[src/rtl/motor_aux_pkg.sv]
// shared types and constants for the motor pwm auxiliary block
package motor_aux_pkg;
  localparam int num_channels = 5;
  localparam int num_cc_sources = 16;
  localparam int num_dtc_sources = 17;
  localparam int num_shutdown_inputs = 4;
  localparam int num_phases = 6;
  localparam int counter_width = 16;
  localparam int bus_ctrl_lock_bit = 13;
  localparam logic [15:0] trough_value = 16'h0000;
  localparam logic toggle_initial_level = 1'b1;
  localparam logic commutation_from_hall = 1'b0;
  localparam logic commutation_from_soft = 1'b1;

  // capture/compare flag index per channel/register
  localparam int cc_ch0_base = 0;
  localparam int cc_ch1_base = 4;
  localparam int cc_ch2_base = 6;
  localparam int cc_ch3_base = 8;
  localparam int cc_ch4_base = 12;

  typedef struct packed {
    logic [num_cc_sources-1:0] capture_compare_flag;
    logic [num_channels-1:0] overflow_flag;
    logic [1:0] underflow_flag;
  } timer_status_type;

  typedef struct packed {
    logic [num_cc_sources-1:0] capture_compare_irq_enable;
    logic [num_channels-1:0] overflow_irq_enable;
    logic [1:0] underflow_irq_enable;
    logic adc_trigger_enable;
  } timer_irq_enable_type;

  typedef struct packed {
    logic carrier_toggle_enable;
    logic neg_phase_level_select;
    logic pos_phase_level_select;
  } output_control_type;

  typedef struct packed {
    logic commutation_source_select;
    logic neg_chop_enable;
    logic pos_chop_enable;
    logic phase_u_position;
    logic phase_v_position;
    logic phase_w_position;
  } gate_control_type;

  typedef struct packed {
    logic [num_cc_sources-1:0] irq_cc;
    logic [num_channels-1:0] irq_overflow;
    logic [1:0] irq_underflow;
    logic [num_dtc_sources-1:0] dtc_request;
    logic [num_channels-1:0] dma_request;
    logic adc_start_request;
  } request_out_type;
endpackage

[src/rtl/timer_flag_bank.sv]
// status flags with set-over-clear and level request outputs, except adc start, which follows the set events
`timescale 1ns/10ps
`default_nettype none
module timer_flag_bank
  import motor_aux_pkg::*;
(
  input wire logic clock,
  input wire logic reset,
  input wire timer_status_type set_event,
  input wire timer_status_type clear_request,
  input wire timer_irq_enable_type enable,
  output timer_status_type status,
  output request_out_type requests
);
  typedef struct packed {
    timer_status_type flags;
    request_out_type req;
  } bank_state_type;

  bank_state_type state_q;
  bank_state_type state_d;
  logic [num_channels-1:0] reg_a_match_flag;

  always_comb
  begin
    state_d = state_q;
    // set wins over a clear in the same cycle
    state_d.flags = (state_q.flags & ~clear_request) | set_event;
    reg_a_match_flag = {state_d.flags.capture_compare_flag[cc_ch4_base],
      state_d.flags.capture_compare_flag[cc_ch3_base],
      state_d.flags.capture_compare_flag[cc_ch2_base],
      state_d.flags.capture_compare_flag[cc_ch1_base],
      state_d.flags.capture_compare_flag[cc_ch0_base]};
    state_d.req.irq_cc = state_d.flags.capture_compare_flag &
      enable.capture_compare_irq_enable;
    state_d.req.irq_overflow = state_d.flags.overflow_flag &
      enable.overflow_irq_enable;
    state_d.req.irq_underflow = state_d.flags.underflow_flag &
      enable.underflow_irq_enable;
    // only ch4 wrap event joins the cc events as transfer trigger
    state_d.req.dtc_request = {state_d.flags.overflow_flag[num_channels-1],
      state_d.flags.capture_compare_flag};
    state_d.req.dma_request = reg_a_match_flag;
    // ch4 register a left out: in complementary mode only ch0 to ch3 start the converter
    state_d.req.adc_start_request = enable.adc_trigger_enable &
      (set_event.capture_compare_flag[cc_ch0_base] |
      set_event.capture_compare_flag[cc_ch1_base] |
      set_event.capture_compare_flag[cc_ch2_base] |
      set_event.capture_compare_flag[cc_ch3_base]);
  end

  always_ff @(posedge clock or posedge reset)
  begin
    if (reset)
      state_q <= '0;
    else
      state_q <= state_d;
  end

  assign status = state_q.flags;
  assign requests = state_q.req;
endmodule // timer_flag_bank
`default_nettype wire

[src/rtl/commutation_unit.sv]
// six-phase commutation pattern for brushless motor drive
`timescale 1ns/10ps
`default_nettype none
module commutation_unit
  import motor_aux_pkg::*;
(
  input wire logic clock,
  input wire logic reset,
  input wire gate_control_type gate_control_reg,
  input wire logic [2:0] position_inputs,
  input wire logic neg_phase_level_select,
  input wire logic pos_phase_level_select,
  input wire logic [2:0] pwm_chop,
  output logic [num_phases-1:0] phase_out
);
  typedef struct packed {
    logic [2:0] position_prev;
    logic [2:0] position_latched;
    logic [num_phases-1:0] out;
  } comm_state_type;

  comm_state_type state_q;
  comm_state_type state_d;
  logic [2:0] position_now;
  logic [2:0] pos_on;
  logic [2:0] neg_on;

  always_comb
  begin
    state_d = state_q;
    position_now = (gate_control_reg.commutation_source_select == commutation_from_hall) ?
      position_inputs :
      {gate_control_reg.phase_u_position, gate_control_reg.phase_v_position,
      gate_control_reg.phase_w_position};
    state_d.position_prev = position_now;
    // any edge on the selected source switches the pattern
    if (position_now != state_q.position_prev)
      state_d.position_latched = position_now;
    // phase k on-positive when its own bit set and next clear, negative vice versa
    pos_on = state_q.position_latched & ~{state_q.position_latched[1:0],
      state_q.position_latched[2]};
    neg_on = ~state_q.position_latched & {state_q.position_latched[1:0],
      state_q.position_latched[2]};
    for (int i = 0; i < 3; i++)
    begin
      state_d.out[2*i] = pos_on[i] ?
        ((gate_control_reg.pos_chop_enable ? pwm_chop[i] : 1'b1) ~^
        pos_phase_level_select) : ~pos_phase_level_select;
      state_d.out[2*i+1] = neg_on[i] ?
        ((gate_control_reg.neg_chop_enable ? ~pwm_chop[i] : 1'b1) ~^
        neg_phase_level_select) : ~neg_phase_level_select;
    end
  end

  always_ff @(posedge clock or posedge reset)
  begin
    if (reset)
      state_q <= '0;
    else
      state_q <= state_d;
  end

  assign phase_out = state_q.out;
endmodule // commutation_unit
`default_nettype wire

[src/rtl/motor_pwm_aux.sv]
// auxiliary functions of the complementary pwm timer
// Contract
// - carrier toggle output only when carrier_toggle_enable is 1
// - toggle inverts on upper counter cycle match and lower counter zero
// - toggle drives ch3 compare pin a, starting at 1
// - synchro plus sync clear: another channel clears both counters and subcounter
// - source bit 0: edges on three position inputs switch pattern
// - source bit 1: changes of u, v, w bits switch pattern
// - on phases chop when chop bit 1, steady level when 0
// - on level follows level select bits regardless of chop bits
// - adc start from register-a compare match of channels other than 4
// - bus control bit 13 locks writes; buffer registers always writable
// - any of four shutdown inputs forces six outputs to high impedance
// - clock stop detection forces six outputs to high impedance
// - events set sticky flags; request while flag and enable both 1
// - fixed priority within ch0, ch3 and ch4 (four sources each); between channels left to controller
// - sixteen capture/compare interrupt sources each with own enable
// - five overflow flags with overflow interrupt when enabled
// - underflow flags only on channels 1 and 2
// - seventeen transfer triggers: cc events plus ch4 wrap event
// - only register-a events trigger dma, five sources
// - adc request on ch0 to ch3 register-a flag set when trigger enabled
// - ch4 overflow flag set on underflow in complementary mode
// - software clears flag by reading 1 then writing 0
`timescale 1ns/10ps
`default_nettype none
module motor_pwm_aux
  import motor_aux_pkg::*;
#(
  parameter int width = counter_width
)
(
  input wire logic clock,
  input wire logic reset,
  input wire logic complementary_mode,
  input wire output_control_type output_control_reg,
  input wire gate_control_type gate_control_reg,
  input wire timer_irq_enable_type timer_irq_enable_reg,
  input wire logic [15:0] bus_control_reg_one,
  input wire logic channel_synchro_select,
  input wire logic sync_clear_selected,
  input wire logic other_channel_clear,
  input wire logic [width-1:0] upper_pwm_counter,
  input wire logic [width-1:0] lower_pwm_counter,
  input wire logic [width-1:0] cycle_compare_reg,
  input wire logic lower_counter_step,
  input wire logic [2:0] pwm_chop,
  input wire logic position_input_a,
  input wire logic position_input_b,
  input wire logic position_input_c,
  input wire logic [num_shutdown_inputs-1:0] shutdown_inputs,
  input wire logic clock_stop_detected,
  input wire timer_status_type hw_events,
  input wire logic [num_channels-1:0] underflow_events,
  input wire logic status_write,
  input wire timer_status_type status_write_data,
  input wire logic status_read,
  input wire timer_status_type transfer_clear,
  input wire logic protected_write_request,
  output logic protected_write_allow,
  output logic counter_clear,
  output logic ch3_compare_pin_a,
  output logic ch3_compare_pin_a_oe_n,
  output logic [num_phases-1:0] phase_pins,
  output logic [num_phases-1:0] phase_pins_oe_n,
  output timer_status_type timer_status_reg,
  output request_out_type requests,
  output logic [1:0] ch0_top_source,
  output logic [1:0] ch3_top_source,
  output logic [1:0] ch4_top_source
);
  typedef struct packed {
    logic toggle_active;
    logic toggle_level;
    timer_status_type read_seen;
    logic write_allow;
    logic clear_out;
    logic [num_phases-1:0] pins;
    logic [num_phases-1:0] pins_oe_n;
    logic [1:0] top0;
    logic [1:0] top3;
    logic [1:0] top4;
  } top_state_type;

  top_state_type state_q;
  top_state_type state_d;
  timer_status_type flags;
  timer_status_type set_event;
  timer_status_type clear_request;
  request_out_type flag_requests;
  logic [num_phases-1:0] comm_pins;
  logic halt;

  // highest-priority pending enabled source among four (index 0 first)
  function automatic logic [1:0] top_of_four(input logic [3:0] pending);
    logic [1:0] idx;
    idx = 2'h3;
    for (int i = 3; i >= 0; i--)
    begin
      if (pending[i])
        idx = 2'(i);
    end
    return idx;
  endfunction

  always_comb
  begin
    state_d = state_q;
    set_event = hw_events;
    // underflow flags only exist on channels 1 and 2
    set_event.underflow_flag = hw_events.underflow_flag | underflow_events[2:1];
    if (complementary_mode)
      set_event.overflow_flag[num_channels-1] = hw_events.overflow_flag[num_channels-1] |
        underflow_events[num_channels-1];
    // clear bits read as 1 beforehand and now written 0, and bits that transfer_clear names
    clear_request = (state_q.read_seen & ~status_write_data &
      {$bits(timer_status_type){status_write}}) | transfer_clear;
    if (status_read)
      state_d.read_seen = state_q.read_seen | flags;
    else if (status_write)
      state_d.read_seen = state_q.read_seen & status_write_data;

    state_d.write_allow = ~bus_control_reg_one[bus_ctrl_lock_bit] &
      protected_write_request;
    state_d.clear_out = complementary_mode & channel_synchro_select &
      sync_clear_selected & other_channel_clear;

    if (complementary_mode && output_control_reg.carrier_toggle_enable)
    begin
      if (!state_q.toggle_active)
      begin
        state_d.toggle_active = 1'b1;
        state_d.toggle_level = toggle_initial_level;
      end
      else if (upper_pwm_counter == cycle_compare_reg ||
        (lower_counter_step && lower_pwm_counter == width'(trough_value)))
        state_d.toggle_level = ~state_q.toggle_level;
    end
    else
    begin
      state_d.toggle_active = 1'b0;
      state_d.toggle_level = toggle_initial_level;
    end

    halt = |shutdown_inputs | clock_stop_detected;
    state_d.pins = comm_pins;
    state_d.pins_oe_n = {num_phases{halt}};

    state_d.top0 = top_of_four(flag_requests.irq_cc[cc_ch0_base +: 4]);
    state_d.top3 = top_of_four(flag_requests.irq_cc[cc_ch3_base +: 4]);
    state_d.top4 = top_of_four(flag_requests.irq_cc[cc_ch4_base +: 4]);
  end

  timer_flag_bank flag_bank
  (
    .clock(clock),
    .reset(reset),
    .set_event(set_event),
    .clear_request(clear_request),
    .enable(timer_irq_enable_reg),
    .status(flags),
    .requests(flag_requests)
  );

  commutation_unit commutation
  (
    .clock(clock),
    .reset(reset),
    .gate_control_reg(gate_control_reg),
    .position_inputs({position_input_a, position_input_b, position_input_c}),
    .neg_phase_level_select(output_control_reg.neg_phase_level_select),
    .pos_phase_level_select(output_control_reg.pos_phase_level_select),
    .pwm_chop(pwm_chop),
    .phase_out(comm_pins)
  );

  always_ff @(posedge clock or posedge reset)
  begin
    if (reset)
    begin
      state_q <= '0;
      state_q.toggle_level <= toggle_initial_level;
      state_q.pins_oe_n <= '1;
      state_q.top0 <= 2'h3;
      state_q.top3 <= 2'h3;
      state_q.top4 <= 2'h3;
    end
    else
      state_q <= state_d;
  end

  assign protected_write_allow = state_q.write_allow;
  assign counter_clear = state_q.clear_out;
  assign ch3_compare_pin_a = state_q.toggle_level;
  assign ch3_compare_pin_a_oe_n = ~state_q.toggle_active;
  assign phase_pins = state_q.pins;
  assign phase_pins_oe_n = state_q.pins_oe_n;
  assign timer_status_reg = flags;
  assign requests = flag_requests;
  assign ch0_top_source = state_q.top0;
  assign ch3_top_source = state_q.top3;
  assign ch4_top_source = state_q.top4;
endmodule // motor_pwm_aux
`default_nettype wire

[config.mk]
export PLATFORM = sky130hd
export DESIGN_NAME = motor_pwm_aux
export DESIGN_NICKNAME = d
export VERILOG_FILES = /design/src/rtl/motor_aux_pkg.sv /design/src/rtl/timer_flag_bank.sv /design/src/rtl/commutation_unit.sv /design/src/rtl/motor_pwm_aux.sv
export SDC_FILE = /design/constraint.sdc
export NUM_CORES = 1
export LEC_CHECK = 0
export ABC_AREA = 1
export BUFFER_PORTS_ARGS = -buffer_cell sky130_fd_sc_hd__buf_2
export CELL_PAD_IN_SITES_DETAIL_PLACEMENT = 1
export CELL_PAD_IN_SITES_GLOBAL_PLACEMENT = 2
export CORE_MARGIN = 5
export CORE_UTILIZATION = 25
export DETAILED_ROUTE_END_ITERATION = 8
export PLACE_DENSITY_LB_ADDON = 0.1
export SLEW_MARGIN = 15
export SYNTH_ARGS = -nofsm -noshare
export SYNTH_HDL_FRONTEND = slang
export SYNTH_HIERARCHICAL = 1
export SYNTH_SLANG_ARGS = --single-unit
[constraint.sdc]
create_clock -name clock -period 3.2 [get_ports clock]
set_input_delay 0.64 -clock clock [delete_from_list [all_inputs] [get_ports clock]]
set_output_delay 0.64 -clock clock [all_outputs]
set_load 0.03 [all_outputs]
-- Word-level counts from Yosys, hierarchy flattened
Cells that the tools add are included.
W data, S select, Z words.
- output and inout port bits: 91
- register bits: 121
- input port bits: 192
- word-level logic and storage cells: 102
- muxes and demuxes: 28
- bitwise gates (word level): 41
- reductions and logical operators: 6
- eq/ne operators: 3
- operators with widths (kind ; number):
    $and A23 B23 Y23 ; 4
    $or A23 B23 Y23 ; 3
    $mux W23 ; 2
    $not A23 Y23 ; 2
    $mux W1 ; 18
    $and A16 B16 Y16 ; 1
    $eq A16 B16 Y1 ; 1
    $logic_not A16 Y1 ; 1
    $mux W2 ; 7
    $not A1 Y1 ; 8
    $and A3 B3 Y3 ; 2
    $not A3 Y3 ; 2
    $xnor A1 B1 Y1 ; 6
    $and A1 B1 Y1 ; 5
    $and A5 B5 Y5 ; 1
    $or A1 B1 Y1 ; 5
    $reduce_or A4 Y1 ; 1
    $mux W3 ; 1
    $ne A3 B2 Y1 const B ; 1
    $ne A3 B3 Y1 ; 1
    $and A2 B2 Y2 ; 1
    $logic_and A1 B1 Y1 ; 2
    $or A2 B2 Y2 ; 1
    $reduce_bool A2 Y1 ; 1
    $logic_or A1 B1 Y1 ; 1

-- Depth between registers and ports, before layout
Gate-level depths: netlist of run 1.
- depth after elaboration: 8
- depth in mapped cells: 10
- gate-level depth less buffers: 10

-- Hierarchy
Netlist of run 1, hierarchy kept.
- modules (own cells, without submodules) (module ; area an instance (µm²) ; cells an instance ; seq. area each (µm²) ; instances):
    motor_pwm_aux ; 2396.0 ; 338 ; 1011.0 ; 1
    timer_flag_bank ; 1965.6 ; 189 ; 1176.1 ; 1
    commutation_unit ; 651.9 ; 75 ; 300.3 ; 1

-- Worst setup path before layout of run 1
Ideal clock, no wire load.
- path type: register -> output
- start: reg flag_bank/requests[2] (netlist name)
- end: out timer_status_reg[11] (netlist bit)
- path buffers: 1
- cell stages (with the launch flop): 2
- setup slack: 1816 ps
- arrival: 744 ps
- required time: 2560 ps
- path through: dfrtp_1 buf_4
- RTL lines (item ; RTL line ; RTL):
    to (decl) ; motor_pwm_aux.sv:66 ; output timer_status_type timer_status_reg,

-- Worst setup path after layout of run 1
- start: reg phase_pins_oe_n[0] (netlist name)
- end: out phase_pins_oe_n[2]
- RTL lines (item ; RTL line ; RTL):
    to (decl) ; motor_pwm_aux.sv:65 ; output logic [num_phases-1:0] phase_pins_oe_n,
No word-level cell between the ends.

==> flow_summary.toml, run 1 <==
[run_status]
status = "complete, no violations"

[final_layout]
multi_input_area_mm2 = 0.00166
area_delta_synth_final_pct = 32.8
seqCellArea_mm2 = 0.00249
drive_gt1_share_pct = 40.4
fillers = 2468
final_area_mm2 = 0.00666
fin_nets = 1019
fin_util_pct = 34.0

[critical_path]
r2r_start = "state_q[39]"
crit_path_cell_trace = "buf_2"
crit_type = "flip-flop to primary output"
reg2reg_depth = 5
r2r_end = "flag_bank/requests[18]"
cp_max_fo = 6
cp.required_ns = 2.56
worst-path-buf-inv = 1
ff2ff_setup_slack_ns = 2.22
worstPathArrival_ns = 1.10
critPathSlowestCell = "dfstp_2"
critical_path.top_delay_family = "flip-flops"
slowest_delay_ns = 0.56
cp-start-kind = "flip-flop"
endpoint_kind = "primary output"

[yosys]
synth_cell_types = 30
synth.net_count = 794
yosysMostFrequentCell = "nand2_1"
synth_edf_count = 0
syn_inst = 602
yosys_warnings = 6
yosysTopAreaCell = "dfrtp_1"
postSynthRegisterBits = 99
netlist_top_cells_count = "152 x nand2_1, 127 x inv_1, 91 x dfrtp_1"
ys_seq_area_share_pct = 49.6
syn_area_per_cell_um2 = 8.33
synth_area_leaders = "dfrtp_1 45%, nand2_1 11%, inv_1 9.5%"
syn_area_mm2 = 0.00501
async_flop_share_pct = 100
yosysTopAreaCellShare_pct = 45.4
synth_ff_type = "dfrtp_1"

[sta]
post-route-period-util_pct = 54.3
clock_skew_ns = 0.00563
period_needed_ns = 1.74
slew_headroom_pct = 36.8
tns_ns = 0
final_hold_viol_count = 0
setup_viol = 0
report.final.slew_viol_count = 0
rsz0062_at_grt = "no"
fmax_mhz = 576
tightest_slew_ns = 0.947

[placement]
placed_cell_area_mm2 = 0.00630
dp_hpwl_um = 12700
port_buffers = 265
place_congestion = 0.755

[route]
postRouteAntennaNets = 0
routedWlPerCell_um = 14.2
dr_total_vias = 4519
drc = 0
drt-total-wl_um = 15600
drtIter0Drc = 58
viasPerCell = 4.11
first_pass_iters = 4

[global_routing]
grt_max_degree = 41
grt_overflow = 0
grt_pass1_wl_um = 24000
antenna_found_initial = 3
grt_usage_pct = 13.4
grt_pass1_vias = 4829

[cts]
cts_buffers = 9
postCtsHoldBufs = 0
cts_tree = "yes"
root_buffer = "clkbuf_16"
htreeDepth = 3
cts_resized = 0
clock-sinks = 99
clkTransAtPathRegs_ns = 0.07
post_cts_buffers = 0
clk_latency_ns = 0.34
clk_path_buf_depth = 2

[pwr]
power_density_mw_per_mm2 = 510
power_leakage_uw = 0.00382
ir_worst_vdd_mv = 0.253

[die]
core_mm2 = 0.0196
io_pins = 283
placement_rows = 51
die_h_um = 152
initial_core_util_pct = 25.6
die_area_mm2 = 0.0230
die_w_um = 152

[job]
cap_violations = 0

[worst_hold_path]
hold_class = "input pin to asynchronous set/reset pin"
-- state kept, by name, indices dropped and copies added (netlist names) --
signal                 flops
flag_bank/requests        40
state_q                   24
flag_bank/status           7
commutation/phase_out      6
commutation/state_q        6
phase_pins                 6
ch0_top_source             2
ch3_top_source             2
ch4_top_source             2
ch3_compare_pin_a          1
counter_clear              1
phase_pins_oe_n            1
protected_write_allow      1
-- cells in the final DEF, fill, tap and decap left out, types with 11 or more instances in the layout --
| cell | n |
|---|---|
| buf_2 | 265 |
| nand2_1 | 152 |
| inv_1 | 125 |
| dfrtp_1 | 91 |
| nor2_1 | 51 |
| o21ai_0 | 23 |
| a21boi_2 | 23 |
| a21o_1 | 12 |
| o31ai_1 | 11 |
-- cell type report --
cell class,count,share of cell area [%]
multi-input cells,322,25.0
diodes,2,0.0752
well taps,265,4.98
clock inverters,5,1.62
clock buffers,11,3.65
inverters,129,7.27
flip-flops and latches,99,37.4
repair buffers,266,20.0
-- per-layer routing --
metal  global-route usage [%]  share of wire (%)  up-vias
li1                         -                  -     2217
met1                     15.1                 38     2145
met2                     24.0                 52      140
met3                     4.73                8.9       13
met4                     3.50                1.0        4
met5                        0               0.22        -
-- stage by stage --
| stage | setup WS (ns) | instances | power (uW) | hold WS [ns] |
|---|---|---|---|---|
| after floorplan | 1.44 | 602 | 1950 | 0.421 |
| after global placement | 1.29 | 1081 | 2140 | 0.334 |
| after detailed placement | 1.27 | 1081 | 2170 | 0.339 |
| after CTS | 1.43 | 1097 | 3480 | 0.348 |
| after global routing | 1.40 | 1098 | 3610 | 0.359 |
| final | 1.46 | 1099 | 3390 | 0.335 |
-- worst max path at each step --
stage	start	end	slack [ns]	depth (start not counted)
final	phase_pins_oe_n[0]	phase_pins_oe_n[2]	1.46	1
after floorplan	reset	flag_bank/requests[0]	1.44	1
after global placement	status_write	state_q[38]	1.29	5
after detailed placement	status_write	state_q[38]	1.27	5
after CTS	phase_pins_oe_n[0]	phase_pins_oe_n[2]	1.43	1
after global routing	phase_pins_oe_n[0]	phase_pins_oe_n[2]	1.40	1
-- power by group --
group          internal, uW  total (uW)  switching [uW]  leakage [uW]
Clock                   791        1270             480      0.000170
Combinational           242         692             450       0.00253
Sequential             1370        1430            59.7       0.00112
Total                  2400        3390             990       0.00382
-- cell families after synthesis --
family	after synthesis	share of synthesized area [%]
simple gates	227	18.3
buf+inv	181	17.2
flops	99	49.6
compound gates	89	13.8
xor+xnor	6	1.05
No activity file was read; power rests on OpenSTA's default activity.
==> inputs of run 2 (changes only) <==
CORE_UTILIZATION = 24   (was 25)
clock period = 1.8 ns   (was 3.2 ns; I/O delays follow)
==> run 2 against run 1 <==
Against the previous run:
- count of clock-buffer cells in the layout decreased by 1
- clock skew increased by 0.0011 ns
- non-clock buffer count increased by 4
- setup slack got worse by 1.1 ns
- critical path type unchanged
- largest cell class unchanged
- die area increased by 3.9%
==> flow_summary.toml, run 2 (synthesized netlist as in run 1, its figures left out) <==
[placement]
dp_hpwl_um = 13100
port_buffers = 265
place_congestion = 0.758
placed_cell_area_mm2 = 0.00637
placedCellCount = 1090

[cts]
htreeDepth = 3
clkTransAtPathRegs_ns = 0.08
clk_latency_ns = 0.35
root_buffer = "clkbuf_16"
cts_resized = 0
clock-sinks = 99
cts_buffers = 9
clk_path_buf_depth = 2
post_cts_buffers = 0
cts_tree = "yes"
postCtsHoldBufs = 0

[job]
cap_violations = 0

[critical_path]
cp.required_ns = 1.44
crit_path_cell_trace = "buf_2"
cp_max_fo = 6
critical_path.top_delay_family = "flip-flops"
worstPathArrival_ns = 1.10
startpoint = "phase_pins_oe_n[0]"
endpoint_kind = "primary output"
cp-start-kind = "flip-flop"
worst-path-buf-inv = 1
slowest_delay_ns = 0.56
r2r_start = "state_q[30]"
critPathSlowestCell = "dfstp_2"
crit_type = "flip-flop to primary output"

[die]
die_area_mm2 = 0.0239
core_mm2 = 0.0204
die_w_um = 155
initial_core_util_pct = 24.5
placement_rows = 52
die_h_um = 155
io_pins = 283

[final_layout]
final_area_mm2 = 0.00668
area_delta_synth_final_pct = 33.2
largest_register_ffs = 40
layout_commonest_cell = "buf_2"
fillers = 2525
final_cell_mix = "265 x buf_2, 152 x nand2_1, 125 x inv_1"
drive_gt1_share_pct = 40.8
fin_nets = 1023
final_cells = 1109

[global_routing]
grt_usage_pct = 13.3
grt_overflow = 0
antenna_found_initial = 4
grt_max_degree = 32
grt_pass1_vias = 5003
grt_pass1_wl_um = 25100

[sta]
fmax_mhz = 683
final_hold_viol_count = 0
tightest_slew_ns = 0.491
report.final.slew_viol_count = 0
setup_viol = 0
slew_headroom_pct = 67.2
period_needed_ns = 1.46
post-route-period-util_pct = 81.3
clock_skew_ns = 0.00676
tns_ns = 0
holdWs_ns = 0.0235
rsz0062_at_grt = "no"

[run_status]
status = "complete, no violations"

[route]
drc = 0
drtIter0Drc = 101
postRouteAntennaNets = 0
viasPerCell = 4.08
drt-total-wl_um = 15800
routedWlPerCell_um = 14.2
first_pass_iters = 4
dr_total_vias = 4527

[worst_hold_path]
hold_class = "input pin to asynchronous set/reset pin"

[pwr]
power_leakage_uw = 0.00383
ir_worst_vdd_mv = 0.483
power_density_mw_per_mm2 = 856
power.total_uw = 5720
-- run 2: stage by stage --
step / worst slack (ns) / util (%)
2_1_floorplan: 0.324 / -
3_3_place_gp: 0.342 / 31.2
3_5_place_dp: 0.337 / 31.2
4_1_cts: 0.311 / 32.6
5_1_grt: 0.282 / 32.7
6_report: 0.336 / 32.7
-- run 2: layout make-up --
class | instances | area, um^2 | area share, %
diodes | 3 | 7.51 | 0.112
clock buffers | 10 | 239 | 3.58
clock inverters | 6 | 56.3 | 0.843
inverters | 129 | 484 | 7.25
multi-input cells | 322 | 1660 | 24.9
flip-flops and latches | 99 | 2490 | 37.2
well taps | 270 | 338 | 5.06
repair buffers | 270 | 1400 | 21.0
-- run 2: final timing paths --
check	to	slack [ns]	cells after the start
max	phase_pins_oe_n[1]	0.34	1
min	flag_bank/requests[26]	0.02	2
max reg2reg	flag_bank/requests[9]	0.84	5
min reg2reg	phase_pins[1]	0.35	0
max in group asynchronous	ch0_top_source[0]	1.20	3
min in group clock	protected_write_allow	0.15	2
-- run 2: metal layers --
layer | track usage [%] | share of wire (%) | wire length, um | vias up
met3 | 4.64 | 7.6 | 1200 | 21
met4 | 4.25 | 1.9 | 301 | 4
met2 | 24.3 | 51 | 8060 | 141
li1 | - | - | - | 2227
met1 | 14.4 | 39 | 6190 | 2134
met5 | 0 | 0.13 | 21 | -
-- run 2: report_power, final --
part / switching (uW) / internal, uW / leakage [uW] / total [uW]
sequential: 110 / 2440 / 0.00112 / 2550
clock: 924 / 1000 / 0.000147 / 1930
combinational: 799 / 445 / 0.00256 / 1240
